File: src/design/fpec_map.svh
// Purpose: offsets, field positions and reset values of the flash program/erase control block
// Assumes: word-addressed register port, 16-bit data path
// Notes: definitions only
`ifndef FPEC_MAP_SVH
`define FPEC_MAP_SVH
`define FPEC_CTL_OFS 8'h08
`define FPEC_SHD0_OFS 8'h00
`define FPEC_STAT_OFS 8'h0A
`define FPEC_ARR_BASE 8'h80
`define FPEC_HV_BIT 0
`define FPEC_LAT_BIT 1
`define FPEC_ERS_BIT 2
`define FPEC_VFY_BIT 3
`define FPEC_CTL_RST 16'h0000
`define FPEC_ERASED_WORD 16'hFFFF
`define FPEC_SHD_WORDS 4
`endif

File: src/design/fpec_pkg.sv
// Purpose: shared types of the flash program/erase control block
// Assumes: nothing beyond the map header
// Notes: types only
`default_nettype none
package fpec_pkg;
    typedef enum logic [3:0] {
        FPEC_IDLE = 4'b0001,
        FPEC_ARMED = 4'b0010,
        FPEC_HV = 4'b0100,
        FPEC_RECOV = 4'b1000
    } fpec_state_t;
    typedef enum logic [1:0] {
        FPEC_OP_NONE = 2'h0,
        FPEC_OP_PROG = 2'h1,
        FPEC_OP_ERASE = 2'h2
    } fpec_op_t;
endpackage
`default_nettype wire

File: src/design/fpec_cell_if.sv
// Purpose: carrier between control logic and the cell array
// Assumes: one clock domain
// Notes: one pulse per program or erase cycle of the high voltage
`default_nettype none
interface fpec_cell_if #(parameter int AW = 7, parameter int DW = 16);
    logic [AW-1:0] addr;
    logic [DW-1:0] pdata;
    logic [1:0] bmask;
    logic prog_en;
    logic erase_en;
    logic [DW-1:0] rdata;
    modport ctl (output addr, output pdata, output bmask, output prog_en, output erase_en, input rdata);
    modport mem (input addr, input pdata, input bmask, input prog_en, input erase_en, output rdata);
endinterface
`default_nettype wire

File: src/design/fpec_cell_array.sv
// Purpose: nonvolatile cell model, registered read data
// Assumes: prog_en and erase_en never both high
// Notes: programming only clears bits, erase sets every word to ones
`include "fpec_map.svh"
`default_nettype none
module fpec_cell_array #(
    parameter int AW = 7,
    parameter int DW = 16
) (
    input wire logic clk,
    input wire logic arst_n,
    fpec_cell_if.mem cif
);
    logic [DW-1:0] mem_r [2**AW];
    logic [DW-1:0] rd_r;
    logic [DW-1:0] keep;

    always_comb begin
        keep = '1;
        if (cif.bmask[0]) begin
            keep[DW/2-1:0] = cif.pdata[DW/2-1:0];
        end
        if (cif.bmask[1]) begin
            keep[DW-1:DW/2] = cif.pdata[DW-1:DW/2];
        end
    end

    // no reset on the cells: they model storage that survives reset
    always_ff @(posedge clk) begin
        if (cif.erase_en) begin
            for (int i = 0; i < 2**AW; i++) begin
                mem_r[i] <= `FPEC_ERASED_WORD;
            end
        end else if (cif.prog_en) begin
            mem_r[cif.addr] <= mem_r[cif.addr] & keep;
        end
    end

    always_ff @(posedge clk or negedge arst_n) begin
        if (!arst_n) begin
            rd_r <= '0;
        end else begin
            rd_r <= mem_r[cif.addr];
        end
    end

    assign cif.rdata = rd_r;
endmodule // fpec_cell_array

File: src/design/fpec_ctrl.sv
// Purpose: program/erase control of one flash module: control register, latches, verify, read mux
// Assumes: register port, reads answer one cycle later; software times every pulse
// Notes: array words sit at FPEC_ARR_BASE upward, shadow words at the low offsets
`include "fpec_map.svh"
`default_nettype none
module fpec_ctrl
    import fpec_pkg::*;
#(
    parameter int AW = 7,
    parameter int DW = 16
) (
    input wire logic clk,
    input wire logic arst_n,
    input wire logic [7:0] reg_addr,
    input wire logic [DW-1:0] reg_wdata,
    input wire logic [1:0] reg_be,
    input wire logic reg_wr,
    input wire logic reg_rd,
    output logic [DW-1:0] reg_rdata,
    output logic reg_err,
    output logic program_voltage_req,
    output logic busy
);
    fpec_cell_if #(.AW(AW), .DW(DW)) cif ();

    logic erase_select_r;
    logic latch_enable_r;
    logic high_voltage_enable_r;
    logic verify_select_r;
    logic latched_r;
    fpec_op_t op_r;
    fpec_state_t state_r;
    fpec_state_t state_nxt;
    logic [AW-1:0] lat_addr_r;
    logic [DW-1:0] lat_data_r;
    logic [1:0] lat_mask_r;
    logic [7:0] lat_reg_r;
    logic [1:0] rd_kind_r;
    logic reg_err_r;
    logic pv_r;
    logic busy_r;

    localparam logic [1:0] RK_ARR = 2'h0;
    localparam logic [1:0] RK_CTL = 2'h1;
    localparam logic [1:0] RK_NONE = 2'h2;
    localparam logic [1:0] RK_STAT = 2'h3;

    // shadow words share array index space at the top of the cell store
    function automatic logic [AW-1:0] fpec_index(input logic [7:0] a);
        if (a >= `FPEC_ARR_BASE) begin
            fpec_index = AW'(a - `FPEC_ARR_BASE);
        end else begin
            fpec_index = AW'(2**AW - `FPEC_SHD_WORDS) + AW'(a[1:0]);
        end
    endfunction

    function automatic logic fpec_valid(input logic [7:0] a);
        fpec_valid = (a >= `FPEC_ARR_BASE) || (a < 8'(`FPEC_SHD_WORDS));
    endfunction

    wire ctl_hit = reg_addr == `FPEC_CTL_OFS;
    wire valid_hit = fpec_valid(reg_addr);
    // only one byte or a whole aligned word counts as a legal program write
    wire mask_ok = reg_be != 2'b00;

    // control bits; the high-voltage bit freezes the other three
    always_ff @(posedge clk or negedge arst_n) begin
        if (!arst_n) begin
            erase_select_r <= 1'b0;
            latch_enable_r <= 1'b0;
            verify_select_r <= 1'b0;
            high_voltage_enable_r <= 1'b0;
        end else if (reg_wr && ctl_hit) begin
            if (!high_voltage_enable_r) begin
                erase_select_r <= reg_wdata[`FPEC_ERS_BIT];
                latch_enable_r <= reg_wdata[`FPEC_LAT_BIT];
                verify_select_r <= reg_wdata[`FPEC_VFY_BIT];
            end
            high_voltage_enable_r <= reg_wdata[`FPEC_HV_BIT] && latch_enable_r && latched_r;
        end
    end

    // programming latches: first valid write after latch enable
    always_ff @(posedge clk or negedge arst_n) begin
        if (!arst_n) begin
            latched_r <= 1'b0;
            lat_addr_r <= '0;
            lat_data_r <= '0;
            lat_mask_r <= 2'b00;
            lat_reg_r <= 8'h00;
            op_r <= FPEC_OP_NONE;
        end else if (!latch_enable_r) begin
            latched_r <= 1'b0;
            op_r <= FPEC_OP_NONE;
        end else if (reg_wr && valid_hit && !latched_r && !high_voltage_enable_r && mask_ok) begin
            latched_r <= 1'b1;
            lat_addr_r <= fpec_index(reg_addr);
            lat_reg_r <= reg_addr;
            lat_data_r <= reg_wdata;
            lat_mask_r <= erase_select_r ? 2'b11 : reg_be;
            op_r <= erase_select_r ? FPEC_OP_ERASE : FPEC_OP_PROG;
        end
    end

    // sequence view for status only; pulse length comes from software alone
    always_comb begin
        state_nxt = state_r;
        unique case (state_r)
            FPEC_IDLE: begin
                if (latched_r) begin
                    state_nxt = FPEC_ARMED;
                end
            end
            FPEC_ARMED: begin
                if (high_voltage_enable_r) begin
                    state_nxt = FPEC_HV;
                end else if (!latched_r) begin
                    state_nxt = FPEC_IDLE;
                end
            end
            FPEC_HV: begin
                if (!high_voltage_enable_r) begin
                    state_nxt = FPEC_RECOV;
                end
            end
            FPEC_RECOV: begin
                state_nxt = latched_r ? FPEC_ARMED : FPEC_IDLE;
            end
        endcase
    end

    always_ff @(posedge clk or negedge arst_n) begin
        if (!arst_n) begin
            state_r <= FPEC_IDLE;
        end else begin
            state_r <= state_nxt;
        end
    end

    // array drive follows the bit cycle by cycle, no timer
    assign cif.prog_en = high_voltage_enable_r && op_r == FPEC_OP_PROG;
    assign cif.erase_en = high_voltage_enable_r && op_r == FPEC_OP_ERASE;
    assign cif.pdata = lat_data_r;
    assign cif.bmask = lat_mask_r;
    // latches steer the array address while enabled, else the bus does
    assign cif.addr = latch_enable_r ? lat_addr_r : fpec_index(reg_addr);

    always_ff @(posedge clk or negedge arst_n) begin
        if (!arst_n) begin
            pv_r <= 1'b0;
            busy_r <= 1'b0;
        end else begin
            pv_r <= reg_wr && ctl_hit ? reg_wdata[`FPEC_HV_BIT] && latch_enable_r && latched_r
                                      : high_voltage_enable_r;
            busy_r <= latch_enable_r || (reg_wr && ctl_hit && reg_wdata[`FPEC_LAT_BIT]);
        end
    end

    // read kind is decided at the strobe, the cell data arrive a cycle later
    always_ff @(posedge clk or negedge arst_n) begin
        if (!arst_n) begin
            rd_kind_r <= RK_NONE;
            reg_err_r <= 1'b0;
        end else begin
            reg_err_r <= 1'b0;
            rd_kind_r <= RK_NONE;
            if (reg_rd) begin
                if (ctl_hit) begin
                    rd_kind_r <= RK_CTL;
                end else if (reg_addr == `FPEC_STAT_OFS) begin
                    rd_kind_r <= RK_STAT;
                end else if (valid_hit && !high_voltage_enable_r) begin
                    rd_kind_r <= RK_ARR;
                end else begin
                    reg_err_r <= !valid_hit;
                end
            end
        end
    end

    logic [DW-1:0] rd_val;
    always_comb begin
        rd_val = '0;
        unique case (rd_kind_r)
            RK_CTL: begin
                rd_val[`FPEC_VFY_BIT] = verify_select_r;
                rd_val[`FPEC_ERS_BIT] = erase_select_r;
                rd_val[`FPEC_LAT_BIT] = latch_enable_r;
                rd_val[`FPEC_HV_BIT] = high_voltage_enable_r;
            end
            RK_STAT: begin
                rd_val = DW'({op_r, state_r, latched_r});
            end
            RK_ARR: begin
                if (!latch_enable_r) begin
                    rd_val = cif.rdata;
                end else if (verify_select_r && !erase_select_r) begin
                    rd_val = cif.rdata ^ lat_data_r;
                end else if (erase_select_r) begin
                    rd_val = cif.rdata;
                end else begin
                    rd_val = DW'(lat_reg_r);
                end
            end
            RK_NONE: begin
                rd_val = '0;
            end
        endcase
    end

    fpec_cell_array #(.AW(AW), .DW(DW)) u_cells (
        .clk(clk),
        .arst_n(arst_n),
        .cif(cif)
    );

    // read data mux sits behind the registered cell data and read kind, so the
    // answer stands in the cycle right after the strobe and is zero otherwise
    assign reg_rdata = rd_val;
    assign reg_err = reg_err_r;
    assign program_voltage_req = pv_r;
    assign busy = busy_r;
endmodule // fpec_ctrl
`default_nettype wire

File: config.mk
export PLATFORM = sky130hd
export DESIGN_NAME = fpec_ctrl
export DESIGN_NICKNAME = d
export VERILOG_FILES = /design/src/design/fpec_pkg.sv /design/src/design/fpec_cell_if.sv /design/src/design/fpec_cell_array.sv /design/src/design/fpec_ctrl.sv
export VERILOG_INCLUDE_DIRS = /design/src /design/src/design
export SDC_FILE = /design/constraint.sdc
export NUM_CORES = 2
export LEC_CHECK = 0
export ABC_AREA = 1
export BUFFER_PORTS_ARGS = -buffer_cell sky130_fd_sc_hd__buf_2
export CORE_MARGIN = 5
export CORE_UTILIZATION = 34
export DETAILED_ROUTE_END_ITERATION = 8
export SETUP_SLACK_MARGIN = 0.1
export SLEW_MARGIN = 30
export SYNTH_ARGS = -nofsm -noshare
export SYNTH_HDL_FRONTEND = slang
export SYNTH_SLANG_ARGS = --single-unit
File: constraint.sdc
create_clock -name clk -period 5.9 [get_ports clk]
set_input_delay 0.59 -clock clk [delete_from_list [all_inputs] [get_ports clk]]
set_output_delay 0.59 -clock clk [all_outputs]
set_load 0.1 [all_outputs]
* Yosys cells after proc, flatten, opt, wreduce, memory -nomap -nowiden
Memory sizes are Yosys's and may differ from the RTL's. Cells that the tools add are included.
Cells by class: $add $sub $neg 2, magnitude comparators 2, equal/unequal tests 15, mux-type cells 37, bitwise operators 3, reduce and logical (&&, ||, !) cells 24
Operators with widths (count):
- $mux 16 | 4
- $pmux 4 s4 | 2
- $pmux 12 s2 | 1
- $mux 7 | 3
- $mux 2 | 9
- $and 16x16->16 | 1
- $eq 8x4->1 const B | 2
- $mux 4 | 4
- $mux 8 | 2
- $reduce_or 16->1 | 1
- $xor 16x16->16 | 1
- $logic_and 1x1->1 | 12
- $mux 1 | 12
- $ge 8x8->1 const B | 1
- $lt 8x3->1 const B | 1
- $sub 7x1->7 const B | 1
- $eq 2x2->1 const B | 3
- $add 3x3->4 const A | 1
- $eq 2x1->1 const B | 2
- $eq 4x1->1 const B | 1
- $eq 4x2->1 const B | 1
- $eq 4x3->1 const B | 1
- $eq 4x4->1 const B | 1
- $logic_not 1->1 | 4
- 9 further kinds | 12
Word-level totals: register bits after elaboration 64, bits in writable memories 2048, logic and storage cells 99, memories 1
Memory list:
- u_cells.mem_r | words 128, bits a word 16, read ports 1, clocked after memory_dff 0, wr ports 128, line fpec_cell_array.sv:14 | logic [DW-1:0] mem_r [2**AW];

* Logic depth before layout (Yosys ltp)
word-level depth 8, depth in mapped cells 21, gate-level depth less buffers 17

* Modules after synthesis
From an unflattened synthesis, not the netlist that was laid out.
Unflattened totals: cell total of the unflattened synthesis 11642, area total of the unflattened synthesis 100998.1 µm²
By module, submodules not included:
- fpec_cell_array | times used 1, cells each 11245, area an instance 98166.6 µm², sequential area each 61899.4 µm²
- fpec_ctrl | times used 1, cells each 397, area an instance 2831.5 µm², sequential area each 1153.6 µm²

* Worst setup path before layout
Ideal clock, no wire load.
path kind register to register, start register, netlist name program_voltage_req, end memory u_cells.mem_r[60][0], enable pin, library setup time 0.411 ns, data arrival time 3.530 ns, path slack 1.959 ns, cell stages (with the launch flop) 10, buffers on the path 3, period minus slack after synthesis 3.941 ns, cells stage by stage dfrtp_1 inv_1 nor3_1 inv_1 clkbuf_1 nor2_1 inv_1 buf_2 clkbuf_1 o21ai_0
RTL lines (line):
- to (decl) | fpec_cell_array.sv:14

==> results.sh <==
export IMPL_status="finished, final reports clean"
export IMPL_rsz0062_at_grt="no"
export IMPL_grt_max_degree=168
export IMPL_layout_nets=10600
export IMPL_syn_to_final_growth_pct=13.6
export IMPL_num_rows=195
export IMPL_r2r_slack_ns=0.40
export IMPL_via_count=73500
export IMPL_met1_usage=0.292
export IMPL_final_cell_mix="nand2_1 (6454), edfxtp_1 (2048), buf_4 (431)"
export IMPL_cp_max_fo=66
export IMPL_grt_use_met2=0.319
export IMPL_port_buffers=48
export IMPL_grt_total_usage=0.211
export IMPL_maxCapViolCount=0
export IMPL_grt_pass1_wl_um=465000
export IMPL_design_area_um2=110000
export IMPL_synth_cell_type_count=42
export IMPL_crit_type="reg -> reg"
export IMPL_grt_overflow=0
export IMPL_num_io_pins=49
export IMPL_drtAntennaViolNets=0
export IMPL_rr_worst_depth=16
export IMPL_holdPathEnd="lat_reg_r[2]"
export IMPL_instances_no_fill=14500
export IMPL_dp_cells=14000
export IMPL_reg2reg_from="latch_enable_r"
export IMPL_r2r_end="u_cells.mem_r[92][13]"
export IMPL_setup_viol=0
export IMPL_cts_buffers=211
export IMPL_dp_hpwl_um=196000
export IMPL_power_mw=32.5
export IMPL_fin_crit_sh=0.932
export IMPL_die_x_um=543
export IMPL_cts_resized=0
export IMPL_relSlewSlack=0.247
export IMPL_ir_drop_uv=238
export IMPL_tns_ns=0
export IMPL_required_ns=6.45
export IMPL_syn_avg_cell_area_um2=9.21
export IMPL_root_buffer="clkbuf_16"
export IMPL_die_h_um=543
export IMPL_drive_gt1_frac=0.0896
export IMPL_min_period_ns=5.50
export IMPL_clock_sinks=2110
export IMPL_ctsLongestPathBuffers=3
export IMPL_synth_seq_cells=2110
export IMPL_clk_latency_ns=0.89
export IMPL_grt_pass1_vias=67700
export IMPL_drcViolationCount=0
export IMPL_cts_tree="built"
export IMPL_hold_viol_final=0
export IMPL_synth_nets=10500
export IMPL_hold_path_cell_count=3
export IMPL_powerDensity_nw_per_um2=296
export IMPL_routedWlPerCell_um=22.0
export IMPL_worstHoldStart="reg_addr[2]"
export IMPL_setup_slack_ns=0.400
export IMPL_drt_vias_per_instance=5.08
export IMPL_synthCells=10500
export IMPL_final_common_cell="nand2_1"
export IMPL_crit_path_start_kind="flip-flop"
export IMPL_worst_pin_slew_ns=1.13
export IMPL_antenna_found_initial=12
export IMPL_syn_cell_area_um2=96700
export IMPL_core_um2=283000
export IMPL_leakagePower_nw=35.3
export IMPL_clk_pin_slew_ns=0.07
export IMPL_routed_wl_um=319000
export IMPL_fmax_mhz=182
export IMPL_arrival_ns=6.05
export IMPL_worstHoldPathType="in -> reg"
export IMPL_h_tree_depth=4
export IMPL_detailedPlace_worstSlack_ns=0.558
export IMPL_placed_area_um2=103000
export IMPL_firstDrtPassIters=6
export IMPL_gp_congestion=0.948
export IMPL_fillers=27600
export IMPL_ys_seq_area_frac=0.652
export IMPL_drv_slew=0
export IMPL_use_met3=0.0467
export IMPL_crit_path_end_kind="flip-flop"
export IMPL_initial_core_util=0.342
export IMPL_finClkSkew_ns=0.0525
export IMPL_detail_route_iter0_violations=9056
export IMPL_yosysWarnings=0
export IMPL_busiest_layer="met2"
export IMPL_dieArea_um2=295000
-- registers in the layout, summed over array words and instances (netlist names) --
| register | flops |
|---|---|
| u_cells.mem_r | 2048 |
| cif.pdata | 16 |
| u_cells.cif.rdata | 16 |
| lat_addr_r | 7 |
| lat_reg_r | 6 |
| state_r | 4 |
| cif.bmask | 2 |
| op_r | 2 |
| rd_kind_r | 2 |
| busy | 1 |
| erase_select_r | 1 |
| latch_enable_r | 1 |
| latched_r | 1 |
| program_voltage_req | 1 |
| reg_err | 1 |
| verify_select_r | 1 |
-- repair_timing --
| action | 4_1_cts | 5_1_grt |
|---|---|---|
| setup buffers | 0 | 0 |
| hold buffers | 27 | 0 |
| endpoints found under the hold margin | 90 | 0 |
-- worst max-delay path by stage --
stage,startpoint,to,slack [ns],depth (start not counted)
final,latch_enable_r,u_cells.mem_r[92][13],0.40,16
after global routing,latch_enable_r,u_cells.mem_r[5][13],0.28,16
after CTS,latch_enable_r,u_cells.mem_r[12][13],0.60,16
after detailed placement,reg_addr[0],u_cells.mem_r[12][13],0.56,16
after global placement,reg_addr[0],u_cells.mem_r[109][13],0.64,16
after floorplan,program_voltage_req,u_cells.mem_r[60][0],1.96,9
-- cell usage after synthesis, drive strengths merged --
| library cell | count | share of area |
|---|---|---|
| or2 | 27 | 0.0017 |
| nor2 | 416 | 0.017 |
| a32o | 1 | 0.00010 |
| nor3 | 19 | 0.00098 |
| a21oi | 107 | 0.0055 |
| o21bai | 1 | 0.000078 |
| nand2 | 6482 | 0.25 |
| dfrtp | 60 | 0.016 |
| and2 | 10 | 0.00065 |
| a22oi | 5 | 0.00039 |
| a21boi | 1 | 0.000078 |
| nand4 | 113 | 0.0073 |
| o21a | 2 | 0.00016 |
| clkinv | 6 | 0.00023 |
| clkbuf | 234 | 0.0091 |
| nand3 | 61 | 0.0032 |
| o2bb2ai | 2 | 0.00018 |
| o31ai | 9 | 0.00070 |
| o21ai | 249 | 0.013 |
| a31oi | 5 | 0.00032 |
| buf | 522 | 0.030 |
| edfxtp | 2048 | 0.64 |
| o22ai | 1 | 0.000065 |
| o211ai | 4 | 0.00031 |
| inv | 96 | 0.0037 |
| nor4 | 5 | 0.00032 |
| dfstp | 2 | 0.00054 |
| ha | 3 | 0.00039 |
| xor2 | 8 | 0.00072 |
-- critical path: stages (launching register included) --
cell	delay (ns)
dfrtp_1	0.38
buf_4	0.23
nand2_2	0.21
nand2_8	0.34
buf_4	0.41
buf_4	0.33
nand2_1	0.11
nand2_1	0.07
nand2_1	0.15
nand3_1	0.18
o21ai_0	0.90
nand2_1	0.11
nor2_1	0.29
nand4_1	0.25
nand2_4	0.15
buf_4	0.63
nand2_1	0.11
-- routing by layer --
layer  routed length (um)  share of wire
met1               130000           0.41
met2               140000           0.44
met3                33900           0.11
met4                14800          0.047
met5                   71        0.00022
-- final cells by class --
type	instances	area, um^2	area share
antenna	3	7.51	0.0000684
clock inverter	136	1360	0.0124
tap	3743	4680	0.0427
clock buffer	260	5520	0.0502
sequential	2110	63100	0.574
inverter	102	383	0.00349
multi-input combinational	7531	29700	0.271
timing repair buffer	573	5070	0.0462
-- report_power, final --
group	switching (mW)	total [mW]	leakage (nW)	internal (mW)
clock network	6.03	13.5	3.38	7.48
registers	0.0540	16.3	12.1	16.2
logic	2.02	2.68	19.8	0.659
-- cells by family after synthesis --
| kind of cell | synth area share |
|---|---|
| adder cells (fa/ha/maj) | 0.000388 |
| XOR/XNOR | 0.000725 |
| AND/OR/NAND/NOR | 0.283 |
| AO/OA/AOI/OAI | 0.0212 |
| buffers and inverters | 0.0428 |
| flip-flops | 0.652 |
-- metrics by stage --
step           hold slack (ns)  utilization
6_report                 0.101        0.388
5_1_grt                 0.0939        0.388
4_1_cts                 0.0320        0.388
3_5_place_dp             0.485        0.363
3_3_place_gp             0.472        0.363
2_1_floorplan            0.294            -
(Power assumes the default switching activity.)
